### config.mk
export PLATFORM = sky130hd
export DESIGN_NAME = reset_and_interrupt_control
export DESIGN_NICKNAME = d
export VERILOG_FILES = /design/src/irq_rst_pkg.sv /design/src/startup_delay.sv /design/src/irq_priority.sv /design/src/reset_and_interrupt_control.sv
export SDC_FILE = /design/constraint.sdc
export NUM_CORES = 1
export LEC_CHECK = 0
export ABC_CLOCK_PERIOD_IN_PS = 5400
export BUFFER_PORTS_ARGS = -buffer_cell sky130_fd_sc_hd__buf_2
export CORE_UTILIZATION = 35
export DETAILED_ROUTE_END_ITERATION = 10
export PLACE_DENSITY = 0.52
export SETUP_SLACK_MARGIN = 0.2
export SYNTH_ARGS = -nofsm -noshare
export SYNTH_HDL_FRONTEND = slang
export SYNTH_SLANG_ARGS = --single-unit
### constraint.sdc
create_clock -name i_mclk -period 5.4 [get_ports i_mclk]
set_input_delay 1.62 -clock i_mclk [delete_from_list [all_inputs] [get_ports i_mclk]]
set_output_delay 1.62 -clock i_mclk [all_outputs]
set_load 0.005 [all_outputs]
### src/irq_rst_pkg.sv
/*
  Shared constants and types for the reset sequencer and vectored interrupt controller.
  Assumes a single 20 MHz clock and I/O addresses of six bits on a plain register port.
*/
`default_nettype none
package irq_rst_pkg;
  // register addresses
  localparam logic [5:0] ADDR_STATUS = 6'h3f;
  localparam logic [5:0] ADDR_STACK = 6'h3d;
  localparam logic [5:0] ADDR_EXT_MASK = 6'h3b;
  localparam logic [5:0] ADDR_EXT_FLAG = 6'h3a;
  localparam logic [5:0] ADDR_TMR_MASK = 6'h39;
  localparam logic [5:0] ADDR_TMR_FLAG = 6'h38;
  localparam logic [5:0] ADDR_MCU_CTRL = 6'h35;
  localparam logic [5:0] ADDR_AUX_IRQ = 6'h07;
  // field positions
  localparam int GIE_BIT = 7;
  localparam int EXT1_BIT = 7;
  localparam int EXT0_BIT = 6;
  localparam int TOV1_BIT = 7;
  localparam int OCF1_BIT = 6;
  localparam int ICF1_BIT = 3;
  localparam int TOV0_BIT = 1;
  localparam int AUX_EN_LSB = 4;
  localparam int ISC0_LSB = 0;
  localparam int ISC1_LSB = 2;
  localparam logic [7:0] MCU_CTRL_MASK = 8'h0f;
  // sources, lowest index is highest priority
  localparam int NUM_SRC = 10;
  localparam int SRC_EXT0 = 0;
  localparam int SRC_EXT1 = 1;
  localparam int SRC_CAPT = 2;
  localparam int SRC_COMP1 = 3;
  localparam int SRC_OVF1 = 4;
  localparam int SRC_OVF0 = 5;
  localparam int SRC_AUX_LSB = 6;
  localparam int NUM_AUX = 4;
  localparam int PC_W = 10;
  localparam logic [PC_W-1:0] VEC_RESET = 10'h000;
  localparam logic [PC_W-1:0] VEC_FIRST = 10'h001;
  // external sense modes
  localparam logic [1:0] ISC_LOW = 2'h0;
  localparam logic [1:0] ISC_FALL = 2'h2;
  localparam logic [1:0] ISC_RISE = 2'h3;
  // reset values and stack step
  localparam logic [7:0] BYTE_RESET = 8'h00;
  localparam logic [7:0] SP_STEP = 8'h02;
  // start-up delay in watchdog oscillator cycles
  localparam int unsigned FAST_START_CYC = 256;
  localparam int unsigned SLOW_START_CYC = 16384;
  localparam int START_W = 15;
  // shortest external reset pulse
  localparam int unsigned CLK_PERIOD_NS = 50;
  localparam int unsigned EXT_RESET_MIN_NS = 50;
  localparam int unsigned EXT_RESET_MIN_CYC = (EXT_RESET_MIN_NS + CLK_PERIOD_NS - 1) / CLK_PERIOD_NS;
  typedef enum logic {SEQ_HOLD, SEQ_RUN} seq_t;
endpackage : irq_rst_pkg
`default_nettype wire

### src/startup_delay.sv
/*
  Start-up delay timer counting watchdog oscillator ticks before the core may run.
  Assumes the tick input is a one-cycle pulse synchronous to i_mclk.
*/
`default_nettype none
module startup_delay #(
  parameter int unsigned FAST_CYC = irq_rst_pkg::FAST_START_CYC,
  parameter int unsigned SLOW_CYC = irq_rst_pkg::SLOW_START_CYC
) (
  // clock and reset
  input wire logic i_mclk,
  input wire logic i_rstn,
  // control
  input wire logic i_restart,
  input wire logic i_osc_tick,
  input wire logic i_fast_start_fuse,
  // status
  output logic o_done
);
  typedef struct packed {
    logic [irq_rst_pkg::START_W-1:0] cnt;
    logic done;
  } dly_t;

  dly_t s_ff;
  dly_t nxt_s;
  logic [irq_rst_pkg::START_W-1:0] limit;

  always_comb begin
    limit = i_fast_start_fuse ? irq_rst_pkg::START_W'(FAST_CYC - 1) : irq_rst_pkg::START_W'(SLOW_CYC - 1);
    nxt_s = s_ff;
    if (i_restart) begin
      nxt_s.cnt = '0;
      nxt_s.done = 1'b0;
    end else if (!s_ff.done && i_osc_tick) begin
      if (s_ff.cnt == limit) begin
        nxt_s.done = 1'b1;
      end else begin
        nxt_s.cnt = s_ff.cnt + 1'b1;
      end
    end
  end

  always_ff @(posedge i_mclk or negedge i_rstn) begin
    if (!i_rstn) begin
      s_ff <= '0;
    end else begin
      s_ff <= nxt_s;
    end
  end

  assign o_done = s_ff.done;
endmodule : startup_delay
`default_nettype wire

### src/irq_priority.sv
/*
  Fixed-priority picker over the interrupt sources; lowest index wins.
  Assumes requests are already gated by their enables.
*/
`default_nettype none
module irq_priority (
  // requests
  input wire logic [irq_rst_pkg::NUM_SRC-1:0] i_req,
  // winner
  output logic o_any,
  output logic [3:0] o_idx
);
  always_comb begin
    o_any = |i_req;
    o_idx = 4'h0;
    for (int i = irq_rst_pkg::NUM_SRC - 1; i >= 0; i--) begin
      if (i_req[i]) begin
        o_idx = 4'(i);
      end
    end
  end
endmodule : irq_priority
`default_nettype wire

### src/reset_and_interrupt_control.sv
/*
  Reset sequencing and vectored interrupt arbitration, with status word, stack pointer,
  mask and flag registers on a plain register port.
  Assumes the core raises i_instr_boundary between instructions and pulses i_return_from_irq.
*/
`default_nettype none
// Notes on behaviour
// - ten sources plus reset; taken only with own enable and global enable set
// - vectors at lowest word addresses, reset first, comparator last
// - lower vector address has higher priority
// - any reset restores registers; execution starts at address zero
// - external reset pin low resets the device even without clock
// - start-up delay is 256 or 16K oscillator cycles by fast-start fuse
// - delay timer holds core after power-up; held pin extends it
// - delay starts counting when the external reset pin releases
// - watchdog gives one-cycle reset pulse; delay starts on its trailing edge
// - taking an interrupt clears global enable; return or software sets it
// - persistent conditions set their flag only on a new event
// - vectoring clears the flag of the served source
// - writing one clears a flag; writing zero leaves it
// - events with source disabled still set and hold the flag
// - flags pending while globally disabled are served by priority later
// - level-sensed external request has no flag, pending while pin low
// - status word is neither saved nor restored on entry or return
// - enables held in an external mask, a timer mask and the upper bits of the aux register
// - status bit 7 is global enable; zero blocks every interrupt
// - taking pushes return address, stack pointer minus two; return adds two
module reset_and_interrupt_control #(
  parameter int unsigned SLOW_START_CYC = irq_rst_pkg::SLOW_START_CYC
) (
  // clock and resets
  input wire logic i_mclk,
  input wire logic i_rstn,
  input wire logic i_ext_reset_n,
  // start-up and watchdog
  input wire logic i_fast_start_fuse,
  input wire logic i_osc_tick,
  input wire logic i_wdt_timeout,
  // register port
  input wire logic [5:0] i_addr,
  input wire logic [7:0] i_wdata,
  input wire logic i_wr,
  input wire logic i_rd,
  output logic [7:0] o_rdata,
  // core handshake
  input wire logic i_instr_boundary,
  input wire logic i_return_from_irq,
  output logic o_core_halt,
  output logic o_wdt_reset_pulse,
  output logic o_irq_take,
  output logic [irq_rst_pkg::PC_W-1:0] o_vector_addr,
  output logic [7:0] o_stack_ptr,
  output logic [7:0] o_status_word,
  // interrupt sources
  input wire logic i_external_request_zero,
  input wire logic i_external_request_one,
  input wire logic i_tmr1_capture,
  input wire logic i_tmr1_compare,
  input wire logic i_tmr1_overflow,
  input wire logic i_tmr0_overflow,
  input wire logic i_rx_complete,
  input wire logic i_tx_holding_empty,
  input wire logic i_tx_complete,
  input wire logic i_comparator_event
);
  localparam int N = irq_rst_pkg::NUM_SRC;

  typedef struct packed {
    irq_rst_pkg::seq_t seq;
    logic gie;
    logic [6:0] status_low;
    logic [7:0] sp;
    logic [3:0] isc;
    logic [N-1:0] en;
    logic [N-1:0] flag;
    logic [N-1:0] prev;
    logic wdt_pulse;
    logic take;
    logic [irq_rst_pkg::PC_W-1:0] vector;
    logic [7:0] rdata;
    logic halt;
  } ctl_t;

  ctl_t s_ff;
  ctl_t nxt_s;
  logic sys_rstn;
  logic start_done;
  logic any_req;
  logic [3:0] win_idx;
  logic [N-1:0] raw;
  logic [N-1:0] edge_evt;
  logic [N-1:0] level_req;
  logic [N-1:0] pending;

  // reset state of every register
  function automatic ctl_t reset_state();
    ctl_t r;
    r = '0;
    r.seq = irq_rst_pkg::SEQ_HOLD;
    r.sp = irq_rst_pkg::BYTE_RESET;
    r.vector = irq_rst_pkg::VEC_RESET;
    r.rdata = irq_rst_pkg::BYTE_RESET;
    r.halt = 1'b1;
    return r;
  endfunction : reset_state

  // source vector to register image: 0 ext, 1 timer, 2 aux
  function automatic logic [7:0] to_reg(input logic [N-1:0] v, input logic [1:0] sel);
    logic [7:0] b;
    b = irq_rst_pkg::BYTE_RESET;
    case (sel)
      2'h0: begin
        b[irq_rst_pkg::EXT0_BIT] = v[irq_rst_pkg::SRC_EXT0];
        b[irq_rst_pkg::EXT1_BIT] = v[irq_rst_pkg::SRC_EXT1];
      end
      2'h1: begin
        b[irq_rst_pkg::ICF1_BIT] = v[irq_rst_pkg::SRC_CAPT];
        b[irq_rst_pkg::OCF1_BIT] = v[irq_rst_pkg::SRC_COMP1];
        b[irq_rst_pkg::TOV1_BIT] = v[irq_rst_pkg::SRC_OVF1];
        b[irq_rst_pkg::TOV0_BIT] = v[irq_rst_pkg::SRC_OVF0];
      end
      default: begin
        b[irq_rst_pkg::NUM_AUX-1:0] = v[irq_rst_pkg::SRC_AUX_LSB +: irq_rst_pkg::NUM_AUX];
      end
    endcase
    return b;
  endfunction : to_reg

  // register image back to source positions
  function automatic logic [N-1:0] to_src(input logic [7:0] b, input logic [1:0] sel);
    logic [N-1:0] v;
    v = '0;
    case (sel)
      2'h0: begin
        v[irq_rst_pkg::SRC_EXT0] = b[irq_rst_pkg::EXT0_BIT];
        v[irq_rst_pkg::SRC_EXT1] = b[irq_rst_pkg::EXT1_BIT];
      end
      2'h1: begin
        v[irq_rst_pkg::SRC_CAPT] = b[irq_rst_pkg::ICF1_BIT];
        v[irq_rst_pkg::SRC_COMP1] = b[irq_rst_pkg::OCF1_BIT];
        v[irq_rst_pkg::SRC_OVF1] = b[irq_rst_pkg::TOV1_BIT];
        v[irq_rst_pkg::SRC_OVF0] = b[irq_rst_pkg::TOV0_BIT];
      end
      default: begin
        v[irq_rst_pkg::SRC_AUX_LSB +: irq_rst_pkg::NUM_AUX] = b[irq_rst_pkg::NUM_AUX-1:0];
      end
    endcase
    return v;
  endfunction : to_src

  // edge detection for one external pin
  function automatic logic pin_edge(input logic prev, input logic cur, input logic [1:0] mode);
    logic e;
    e = 1'b0;
    case (mode)
      irq_rst_pkg::ISC_FALL: e = prev & ~cur;
      irq_rst_pkg::ISC_RISE: e = ~prev & cur;
      default: e = 1'b0;
    endcase
    return e;
  endfunction : pin_edge

  // low-level sense mode of one external pin
  function automatic logic is_level(input logic [1:0] mode);
    return mode == irq_rst_pkg::ISC_LOW;
  endfunction : is_level

  // replace the enables of one register image, keep the rest
  function automatic logic [N-1:0] merge_en(input logic [N-1:0] en, input logic [7:0] b, input logic [1:0] sel);
    return (en & ~to_src(8'hff, sel)) | to_src(b, sel);
  endfunction : merge_en

  // stack pointer moves by one return address
  function automatic logic [7:0] sp_move(input logic [7:0] sp, input logic push);
    return push ? sp - irq_rst_pkg::SP_STEP : sp + irq_rst_pkg::SP_STEP;
  endfunction : sp_move

  assign sys_rstn = i_rstn & i_ext_reset_n;

  startup_delay #(
    .FAST_CYC(irq_rst_pkg::FAST_START_CYC),
    .SLOW_CYC(SLOW_START_CYC)
  ) u_startup (
    .i_mclk(i_mclk),
    .i_rstn(sys_rstn),
    .i_restart(s_ff.wdt_pulse),
    .i_osc_tick(i_osc_tick),
    .i_fast_start_fuse(i_fast_start_fuse),
    .o_done(start_done)
  );

  assign raw = {i_comparator_event, i_tx_complete, i_tx_holding_empty, i_rx_complete, i_tmr0_overflow,
    i_tmr1_overflow, i_tmr1_compare, i_tmr1_capture, i_external_request_one, i_external_request_zero};

  always_comb begin
    edge_evt = raw & ~s_ff.prev;
    edge_evt[irq_rst_pkg::SRC_EXT0] = pin_edge(s_ff.prev[irq_rst_pkg::SRC_EXT0], raw[irq_rst_pkg::SRC_EXT0],
      s_ff.isc[irq_rst_pkg::ISC0_LSB +: 2]);
    edge_evt[irq_rst_pkg::SRC_EXT1] = pin_edge(s_ff.prev[irq_rst_pkg::SRC_EXT1], raw[irq_rst_pkg::SRC_EXT1],
      s_ff.isc[irq_rst_pkg::ISC1_LSB +: 2]);
    level_req = '0;
    level_req[irq_rst_pkg::SRC_EXT0] = is_level(s_ff.isc[irq_rst_pkg::ISC0_LSB +: 2]) &
      ~raw[irq_rst_pkg::SRC_EXT0];
    level_req[irq_rst_pkg::SRC_EXT1] = is_level(s_ff.isc[irq_rst_pkg::ISC1_LSB +: 2]) &
      ~raw[irq_rst_pkg::SRC_EXT1];
    pending = (s_ff.flag | level_req) & s_ff.en;
  end

  irq_priority u_prio (
    .i_req(pending),
    .o_any(any_req),
    .o_idx(win_idx)
  );

  always_comb begin
    logic [N-1:0] sw_clr;
    logic [N-1:0] hw_clr;
    logic do_take;
    sw_clr = '0;
    hw_clr = '0;
    do_take = 1'b0;
    nxt_s = s_ff;
    nxt_s.take = 1'b0;
    nxt_s.wdt_pulse = 1'b0;
    nxt_s.prev = raw;
    nxt_s.rdata = irq_rst_pkg::BYTE_RESET;
    case (s_ff.seq)
      irq_rst_pkg::SEQ_HOLD: begin
        nxt_s = reset_state();
        nxt_s.prev = raw;
        if (start_done && !s_ff.wdt_pulse) begin
          nxt_s.seq = irq_rst_pkg::SEQ_RUN;
          nxt_s.halt = 1'b0;
        end
      end
      irq_rst_pkg::SEQ_RUN: begin
        // read data one cycle later
        if (i_rd) begin
          case (i_addr)
            irq_rst_pkg::ADDR_STATUS: nxt_s.rdata = {s_ff.gie, s_ff.status_low};
            irq_rst_pkg::ADDR_STACK: nxt_s.rdata = s_ff.sp;
            irq_rst_pkg::ADDR_EXT_MASK: nxt_s.rdata = to_reg(s_ff.en, 2'h0);
            irq_rst_pkg::ADDR_EXT_FLAG: nxt_s.rdata = to_reg(s_ff.flag, 2'h0);
            irq_rst_pkg::ADDR_TMR_MASK: nxt_s.rdata = to_reg(s_ff.en, 2'h1);
            irq_rst_pkg::ADDR_TMR_FLAG: nxt_s.rdata = to_reg(s_ff.flag, 2'h1);
            irq_rst_pkg::ADDR_MCU_CTRL: nxt_s.rdata = {4'h0, s_ff.isc};
            irq_rst_pkg::ADDR_AUX_IRQ: nxt_s.rdata = to_reg(s_ff.en, 2'h2) << irq_rst_pkg::AUX_EN_LSB |
              to_reg(s_ff.flag, 2'h2);
            default: nxt_s.rdata = irq_rst_pkg::BYTE_RESET;
          endcase
        end
        if (i_wr) begin
          case (i_addr)
            irq_rst_pkg::ADDR_STATUS: begin
              nxt_s.gie = i_wdata[irq_rst_pkg::GIE_BIT];
              nxt_s.status_low = i_wdata[irq_rst_pkg::GIE_BIT-1:0];
            end
            irq_rst_pkg::ADDR_STACK: nxt_s.sp = i_wdata;
            irq_rst_pkg::ADDR_EXT_MASK: begin
              nxt_s.en = merge_en(s_ff.en, i_wdata, 2'h0);
            end
            irq_rst_pkg::ADDR_TMR_MASK: begin
              nxt_s.en = merge_en(s_ff.en, i_wdata, 2'h1);
            end
            irq_rst_pkg::ADDR_AUX_IRQ: begin
              nxt_s.en = merge_en(s_ff.en, i_wdata >> irq_rst_pkg::AUX_EN_LSB, 2'h2);
              sw_clr = to_src(i_wdata, 2'h2);
            end
            irq_rst_pkg::ADDR_EXT_FLAG: sw_clr = to_src(i_wdata, 2'h0);
            irq_rst_pkg::ADDR_TMR_FLAG: sw_clr = to_src(i_wdata, 2'h1);
            irq_rst_pkg::ADDR_MCU_CTRL: nxt_s.isc = i_wdata[3:0] & irq_rst_pkg::MCU_CTRL_MASK[3:0];
            default: nxt_s.isc = nxt_s.isc;
          endcase
        end
        do_take = s_ff.gie && i_instr_boundary && any_req;
        if (do_take) begin
          nxt_s.vector = irq_rst_pkg::VEC_FIRST + irq_rst_pkg::PC_W'(win_idx);
          nxt_s.take = 1'b1;
          nxt_s.gie = 1'b0;
          nxt_s.sp = sp_move(s_ff.sp, 1'b1);
          hw_clr[win_idx] = 1'b1;
        end else if (i_return_from_irq) begin
          nxt_s.gie = 1'b1;
          nxt_s.sp = sp_move(s_ff.sp, 1'b0);
        end
        nxt_s.flag = (s_ff.flag & ~(sw_clr | hw_clr)) | edge_evt;
        if (is_level(s_ff.isc[irq_rst_pkg::ISC0_LSB +: 2])) begin
          nxt_s.flag[irq_rst_pkg::SRC_EXT0] = 1'b0;
        end
        if (is_level(s_ff.isc[irq_rst_pkg::ISC1_LSB +: 2])) begin
          nxt_s.flag[irq_rst_pkg::SRC_EXT1] = 1'b0;
        end
        if (i_wdt_timeout) begin
          nxt_s = reset_state();
          nxt_s.prev = raw;
          nxt_s.wdt_pulse = 1'b1;
        end
      end
      default: nxt_s = reset_state();
    endcase
  end

  always_ff @(posedge i_mclk or negedge sys_rstn) begin
    if (!sys_rstn) begin
      s_ff <= reset_state();
    end else begin
      s_ff <= nxt_s;
    end
  end

  assign o_status_word = {s_ff.gie, s_ff.status_low};
  assign o_rdata = s_ff.rdata;
  assign o_core_halt = s_ff.halt;
  assign o_wdt_reset_pulse = s_ff.wdt_pulse;
  assign o_irq_take = s_ff.take;
  assign o_vector_addr = s_ff.vector;
  assign o_stack_ptr = s_ff.sp;
endmodule : reset_and_interrupt_control
`default_nettype wire

Word level (Yosys, flattened, before mapping)
Cells that the tools add are included.

storage, ports and cells
  input bits = 34
  logic and storage cells = 165
  flip-flop bits (word level) = 88
  output and inout port bits = 37

operators by class
  bitwise logic cells = 30
  equality and inequality tests = 23
  mux-type cells = 72
  order comparisons = 2
  $add $sub $neg = 4
  reduce and logical (&&, ||, !) cells = 19

operators with widths
  cell                                                                     count
  72-bit case mux with 2 select lines                                      1
  4-bit two-way mux                                                        35
  72-bit two-way mux                                                       1
  8-bit case mux with 8 select lines                                       1
  10-bit AND                                                               6
  10-bit case mux with 3 select lines                                      2
  10-bit NOT                                                               5
  10-bit bitwise OR                                                        5
  6-bit equality test, second input constant                               7
  10-bit two-way mux                                                       4
  8-bit two-way mux                                                        5
  16-bit two-way mux                                                       2
  30-bit two-way mux                                                       1
  15-bit by 1-bit adder with 15-bit output, second input constant          1
  15-bit equality test                                                     1
  15-bit two-way mux                                                       1
  14-bit two-way mux                                                       1
  2-bit AND reduction                                                      7
  2-bit two-way mux                                                        6
  11-bit two-way mux                                                       1
  5-bit by 3-bit inequality test with 1-bit output, second input constant  2
  10-bit by 2-bit bitwise OR with 10-bit output                            1
  10-bit OR reduction                                                      1
  3-bit by 2-bit inequality test with 1-bit output, second input constant  3
  21 further kinds                                                         50

Longest topological paths before layout
  depth after elaboration = 27
  mapped depth = 10
  mapped depth without buffers = 10

Hierarchy
Synthesis repeated with hierarchy kept, for this count alone.

unflattened totals
  cell total of the unflattened synthesis = 519
  area total of the unflattened synthesis = 4773.3 um^2

by module, submodules not included
  module                       cells an instance  sequential area each (um^2)  area each (um^2)  times used
  reset_and_interrupt_control  404                1677.9                       3703.6            1
  startup_delay                97                 400.4                        968.4             1
  irq_priority                 18                 0.0                          101.3             1

Worst setup path before layout
Ideal clock, no wire load.

  path kind = input to register
  start = input port i_external_request_zero
  end = register s_ff (netlist bit o_vector_addr[1])
  path slack = 2.244 ns
  setup time = 0.078 ns
  arrival = 3.078 ns
  stages = 7
  data required time = 5.322 ns
  path buffers = 0
  path through = nor3_1 o21ai_1 a21boi_0 inv_1 ha_1 or3_1 a21oi_1

on the way
  longest elaborated chain between the ends = 9
  elaborated cells on any way between the ends = 12
  classes of those cells = add/sub (1); eq/ne (1); mux (4); bitwise (4); reduce/logical (2)

RTL lines
  element                                            RTL line                            text
  from (decl)                                        reset_and_interrupt_control.sv:55   input wire logic i_external_request_zero,
  1-bit NOT (*)                                      reset_and_interrupt_control.sv:203  ~raw[irq_rst_pkg::SRC_EXT0];
  1-bit AND (*)                                      reset_and_interrupt_control.sv:202  level_req[irq_rst_pkg::SRC_EXT0] = is_level(s_ff.isc[irq_rst_pkg::ISC0_LSB +: 2]) &
  10-bit by 2-bit bitwise OR with 10-bit output (*)  reset_and_interrupt_control.sv:206  pending = (s_ff.flag | level_req) & s_ff.en;
  10-bit AND (*)                                     reset_and_interrupt_control.sv:206
  4-bit two-way mux                                  irq_priority.sv:17                  if (i_req[i]) begin
  1-bit by 4-bit adder with 5-bit output             reset_and_interrupt_control.sv:277  nxt_s.vector = irq_rst_pkg::VEC_FIRST + irq_rst_pkg::PC_W'(win_idx);
  11-bit two-way mux                                 reset_and_interrupt_control.sv:276  if (do_take) begin
  72-bit two-way mux                                 reset_and_interrupt_control.sv:293  if (i_wdt_timeout) begin
  72-bit case mux with 2 select lines                reset_and_interrupt_control.sv:227  case (s_ff.seq)
  to (signal assigned)                               reset_and_interrupt_control.sv:305  s_ff <= reset_state();
  to (signal assigned)                               reset_and_interrupt_control.sv:307  s_ff <= nxt_s;
  to (decl)                                          reset_and_interrupt_control.sv:84   ctl_t s_ff;

Mark *: on every way between the ends. The rest lies on a longest branch, timed or not. The select of a mux whose other input is x is not followed.
A chain may end at the register's enable or synchronous reset.

Final worst setup path
Same ends and word-level chain as after synthesis.

==> summary.md <==
| Metric | Value |
|---|---|
| DRT iter0 DRCs | ~280 |
| # nets final | 571 |
| Post-route cell area | 5250 um^2 |
| Syn Inst Count | 504 |
| Reg-to-Reg End | s_ff[40]$_DFF_PN0_ |
| Initial Utilization | 0.358 |
| Hold wc startpoint | s_ff[25]$_DFF_PN0_ |
| First-pass GRT wire length | ~21000 um |
| Longest Clk Path Bufs | 2 |
| Setup Total Neg Slack | 0 ns |
| Core ar. | 13200 um^2 |
| CP Max Fanout | 5 |
| FF-to-FF path depth | 8 |
| Global Route Usage Sum | 0.202 |
| Slew Viols, Final | 0 |
| Kind of critical path | in2reg |
| P per Cell Area | 269 nW/um^2 |
| Share of layout cells above drive strength 1 | 0.193 |
| Area Overhead vs Synth | 10.8% |
| Rows | 42 |
| Die area | approximately 14000 um^2 |
| Mapped Area | 4740 um^2 |
| TritonCTS Buffers | 9 |
| CTS-repair resized insts | 0 |
| Synth Area in XOR/XNOR | 0.0351 |
| Port bufs | between 60 and 70 |
| CTS tree | built |
| Initial antenna violation count | 0 |
| Most frequent cells in the layout | 82 x dfrtp_1, 65 x buf_2, 59 x nor2_1 |
| Hold Path Cell Cnt | 2 |
| Clock Skews | between 0.005 and 0.006 ns |
| FF-to-FF setup slack | 2.99 ns |
| Placed cell area | between 4000 and 5000 um^2 |
| RSZ-0062 raised after global routing | false |
| LEAKAGE | 2.29 nW |
| Netlist cell types | 66 |
| Period minus WS final | ~3.2 ns |
| IO Pins | 71 |
| Max-slew headroom | 0.489 |
| Avg Inst Size Synth | 9.40 um^2 |
| CP Data Arrival Time | 3.49 ns |
| Clk_lat worst skew | between 0.3 and 0.4 ns |
| EDFF count, synth | 0 |
| CTS Hold Bufs | 0 |
| Via-to-Cell Ratio | 5.42 |
| Run status | complete, no violations |
| Mux cell area share after synthesis | 0.0470 |
| Die Wd | approximately 120 um |
| Ys async rst share | 1.00 |
| DR vias | 3851 |
| R2R Path Start | s_ff[39]$_DFF_PN0_ |
| Peak VDD IR | 0.000122 V |
| Clock sinks | 83 |
| Clock slew at reported path FFs | 0.07 ns |
| Largest family of logic cells by synthesized area | simple AND/OR/NAND/NOR gates |
| Seq/Total Area, Yosys | 0.439 |
| Worst Tran Pin Value | 0.759 ns |
| Post-route DRC violation count | 0 |
| Routed WL | 13400 um |
| Max Cap Violations | 0 |
| Period Utilization, post-route | 0.595 |
| Hold Fails Final Rpt | 0 |
| Startpoint Class | primary input |
| Post-Synth Adder-Cell Area | 0.0185 |
| CP endpoint kind | flip-flop |
| Worst min-delay path category | reg2reg |
| Final ANT Viol Nets | 0 |
| Top FF cell, synth | dfrtp_1 |
| Hold Path Sink | s_ff[35]$_DFF_PN0_ |
| Yosys Warn Count | 0 |
| Total global routing overflow | 0 |
| Ant diodes | 0 |
| Root Buffer | clkbuf_16 |
| Largest net degree at the start of global routing | 44 |
| Commonest non-fill, non-tap cell in the layout | dfrtp_1 |
| Die H | 118 um |
| H-tree levels | 3 |
| Post-synthesis register bit count | 83 |
| Wire per inst | 18.8 um |
| Post-CTS Setup Repair Bufs | 0 |
| Detailed Place HPWL | 9660 um |
| Worst path required time | 5.67 ns |
| RePlAce Congestion | 0.876 |
| Highest clock rate | ~0.31 GHz |
| Post-Synth Simple-Gate Area | 0.223 |
| # setup viols final | 0 |
| Vias in the first global route | 3740 |
| Synth Area in Compound Gates | 0.148 |
| Drt first pass iters | 6 |
## through the flow
stage / worst slack, ns / instances / power [mW] / hold WS (ns) / util
after detailed placement: 1.86 / 695 / 0.822 / 0.505 / 0.375
after global placement: 1.92 / 695 / 0.815 / 0.507 / 0.375
after floorplan: 1.19 / 508 / 0.773 / 0.472 / -
after global routing: 2.07 / 711 / 1.47 / 0.538 / 0.396
final: 2.19 / 711 / 1.41 / 0.508 / 0.396
after CTS: 2.20 / 711 / 1.43 / 0.511 / 0.396
## layer usage
metal	GRT usage	routed length, um	vias to the layer above
met3	0.0502	905	16
met2	0.302	6100	146
met5	0	0	-
met1	0.281	6140	1877
li1	-	-	1812
met4	0.0721	259	0
## critical path, cell delays in order
cell      delay (ns)
buf_2           0.11
nor3_1          0.06
o21ai_1         0.28
a21boi_0        0.48
inv_1           0.13
ha_1            0.31
or3_1           0.37
a21oi_1         0.14
## cell usage after synthesis (4+ instances only)
| cell type | instances | area (um^2) |
|---|---|---|
| dfrtp_1 | 82 | 2050 |
| nor2b_1 | 4 | 25.0 |
| clkbuf_1 | 17 | 63.8 |
| or3_1 | 5 | 31.3 |
| a221o_1 | 5 | 50.1 |
| ha_1 | 7 | 87.6 |
| a21oi_1 | 28 | 140 |
| and2_1 | 4 | 25.0 |
| buf_4 | 36 | 270 |
| nand4_1 | 6 | 37.5 |
| nand3_1 | 25 | 125 |
| mux2i_1 | 20 | 200 |
| and3_1 | 8 | 50.1 |
| nand2b_1 | 12 | 75.1 |
| a31oi_1 | 5 | 31.3 |
| buf_2 | 4 | 20.0 |
| xor2_1 | 6 | 52.6 |
| a221oi_1 | 5 | 43.8 |
| nand2_1 | 38 | 143 |
| a22o_1 | 5 | 43.8 |
| xnor2_1 | 13 | 114 |
| o21ai_0 | 12 | 60.1 |
| nor2_1 | 59 | 221 |
| nor3_1 | 13 | 65.1 |
| a222oi_1 | 4 | 40.0 |
| nor3b_1 | 4 | 30.0 |
| o21ai_1 | 8 | 40.0 |
| inv_1 | 15 | 56.3 |
## cell families after synthesis
group | after synthesis
xor gates and xnor gates | 19
and+or+nand+nor | 201
DFF | 83
other | 1
adders and majority gates | 7
muxes | 21
buffers and inverters | 73
AOI/OAI and AO/OA | 99
## final cells by class
cell class	count	area (um^2)
Clock inverter	7	58.8
Inverter	15	56.3
Multi-Input combinational cell	352	2250
Tap cell	176	220
Clock buffer	9	225
Timing Repair Buffer	69	355
Sequential cell	83	2080
Fill cell	1362	8000
## where the power goes
part	internal, mW	switching [mW]
sequential	0.652	0.0291
combinational	0.0516	0.0764
clock	0.321	0.284
total	1.02	0.390
## sequential cells by signal (all words and copies together) (netlist names)
name and count:
u_startup.s_ff 15, u_startup.o_done 1, s_ff 35, o_core_halt 1
o_stack_ptr 8, o_status_word 8, o_wdt_reset_pulse 1, o_irq_take 1
o_rdata 8, o_vector_addr 5
## worst max path at each step
stage	start	endpoint
6_report	i_external_request_zero	o_vector_addr[1]$_DFFE_PN0P_
5_1_grt	i_external_request_one	s_ff[31]$_DFF_PN0_
4_1_cts	i_external_request_zero	o_vector_addr[1]$_DFFE_PN0P_
3_5_place_dp	i_external_request_zero	o_vector_addr[1]$_DFFE_PN0P_
3_3_place_gp	i_external_request_zero	o_vector_addr[1]$_DFFE_PN0P_
2_1_floorplan	i_ext_reset_n	o_irq_take$_DFF_PN0_
Note: power is estimated with default switching activity, not from simulation.
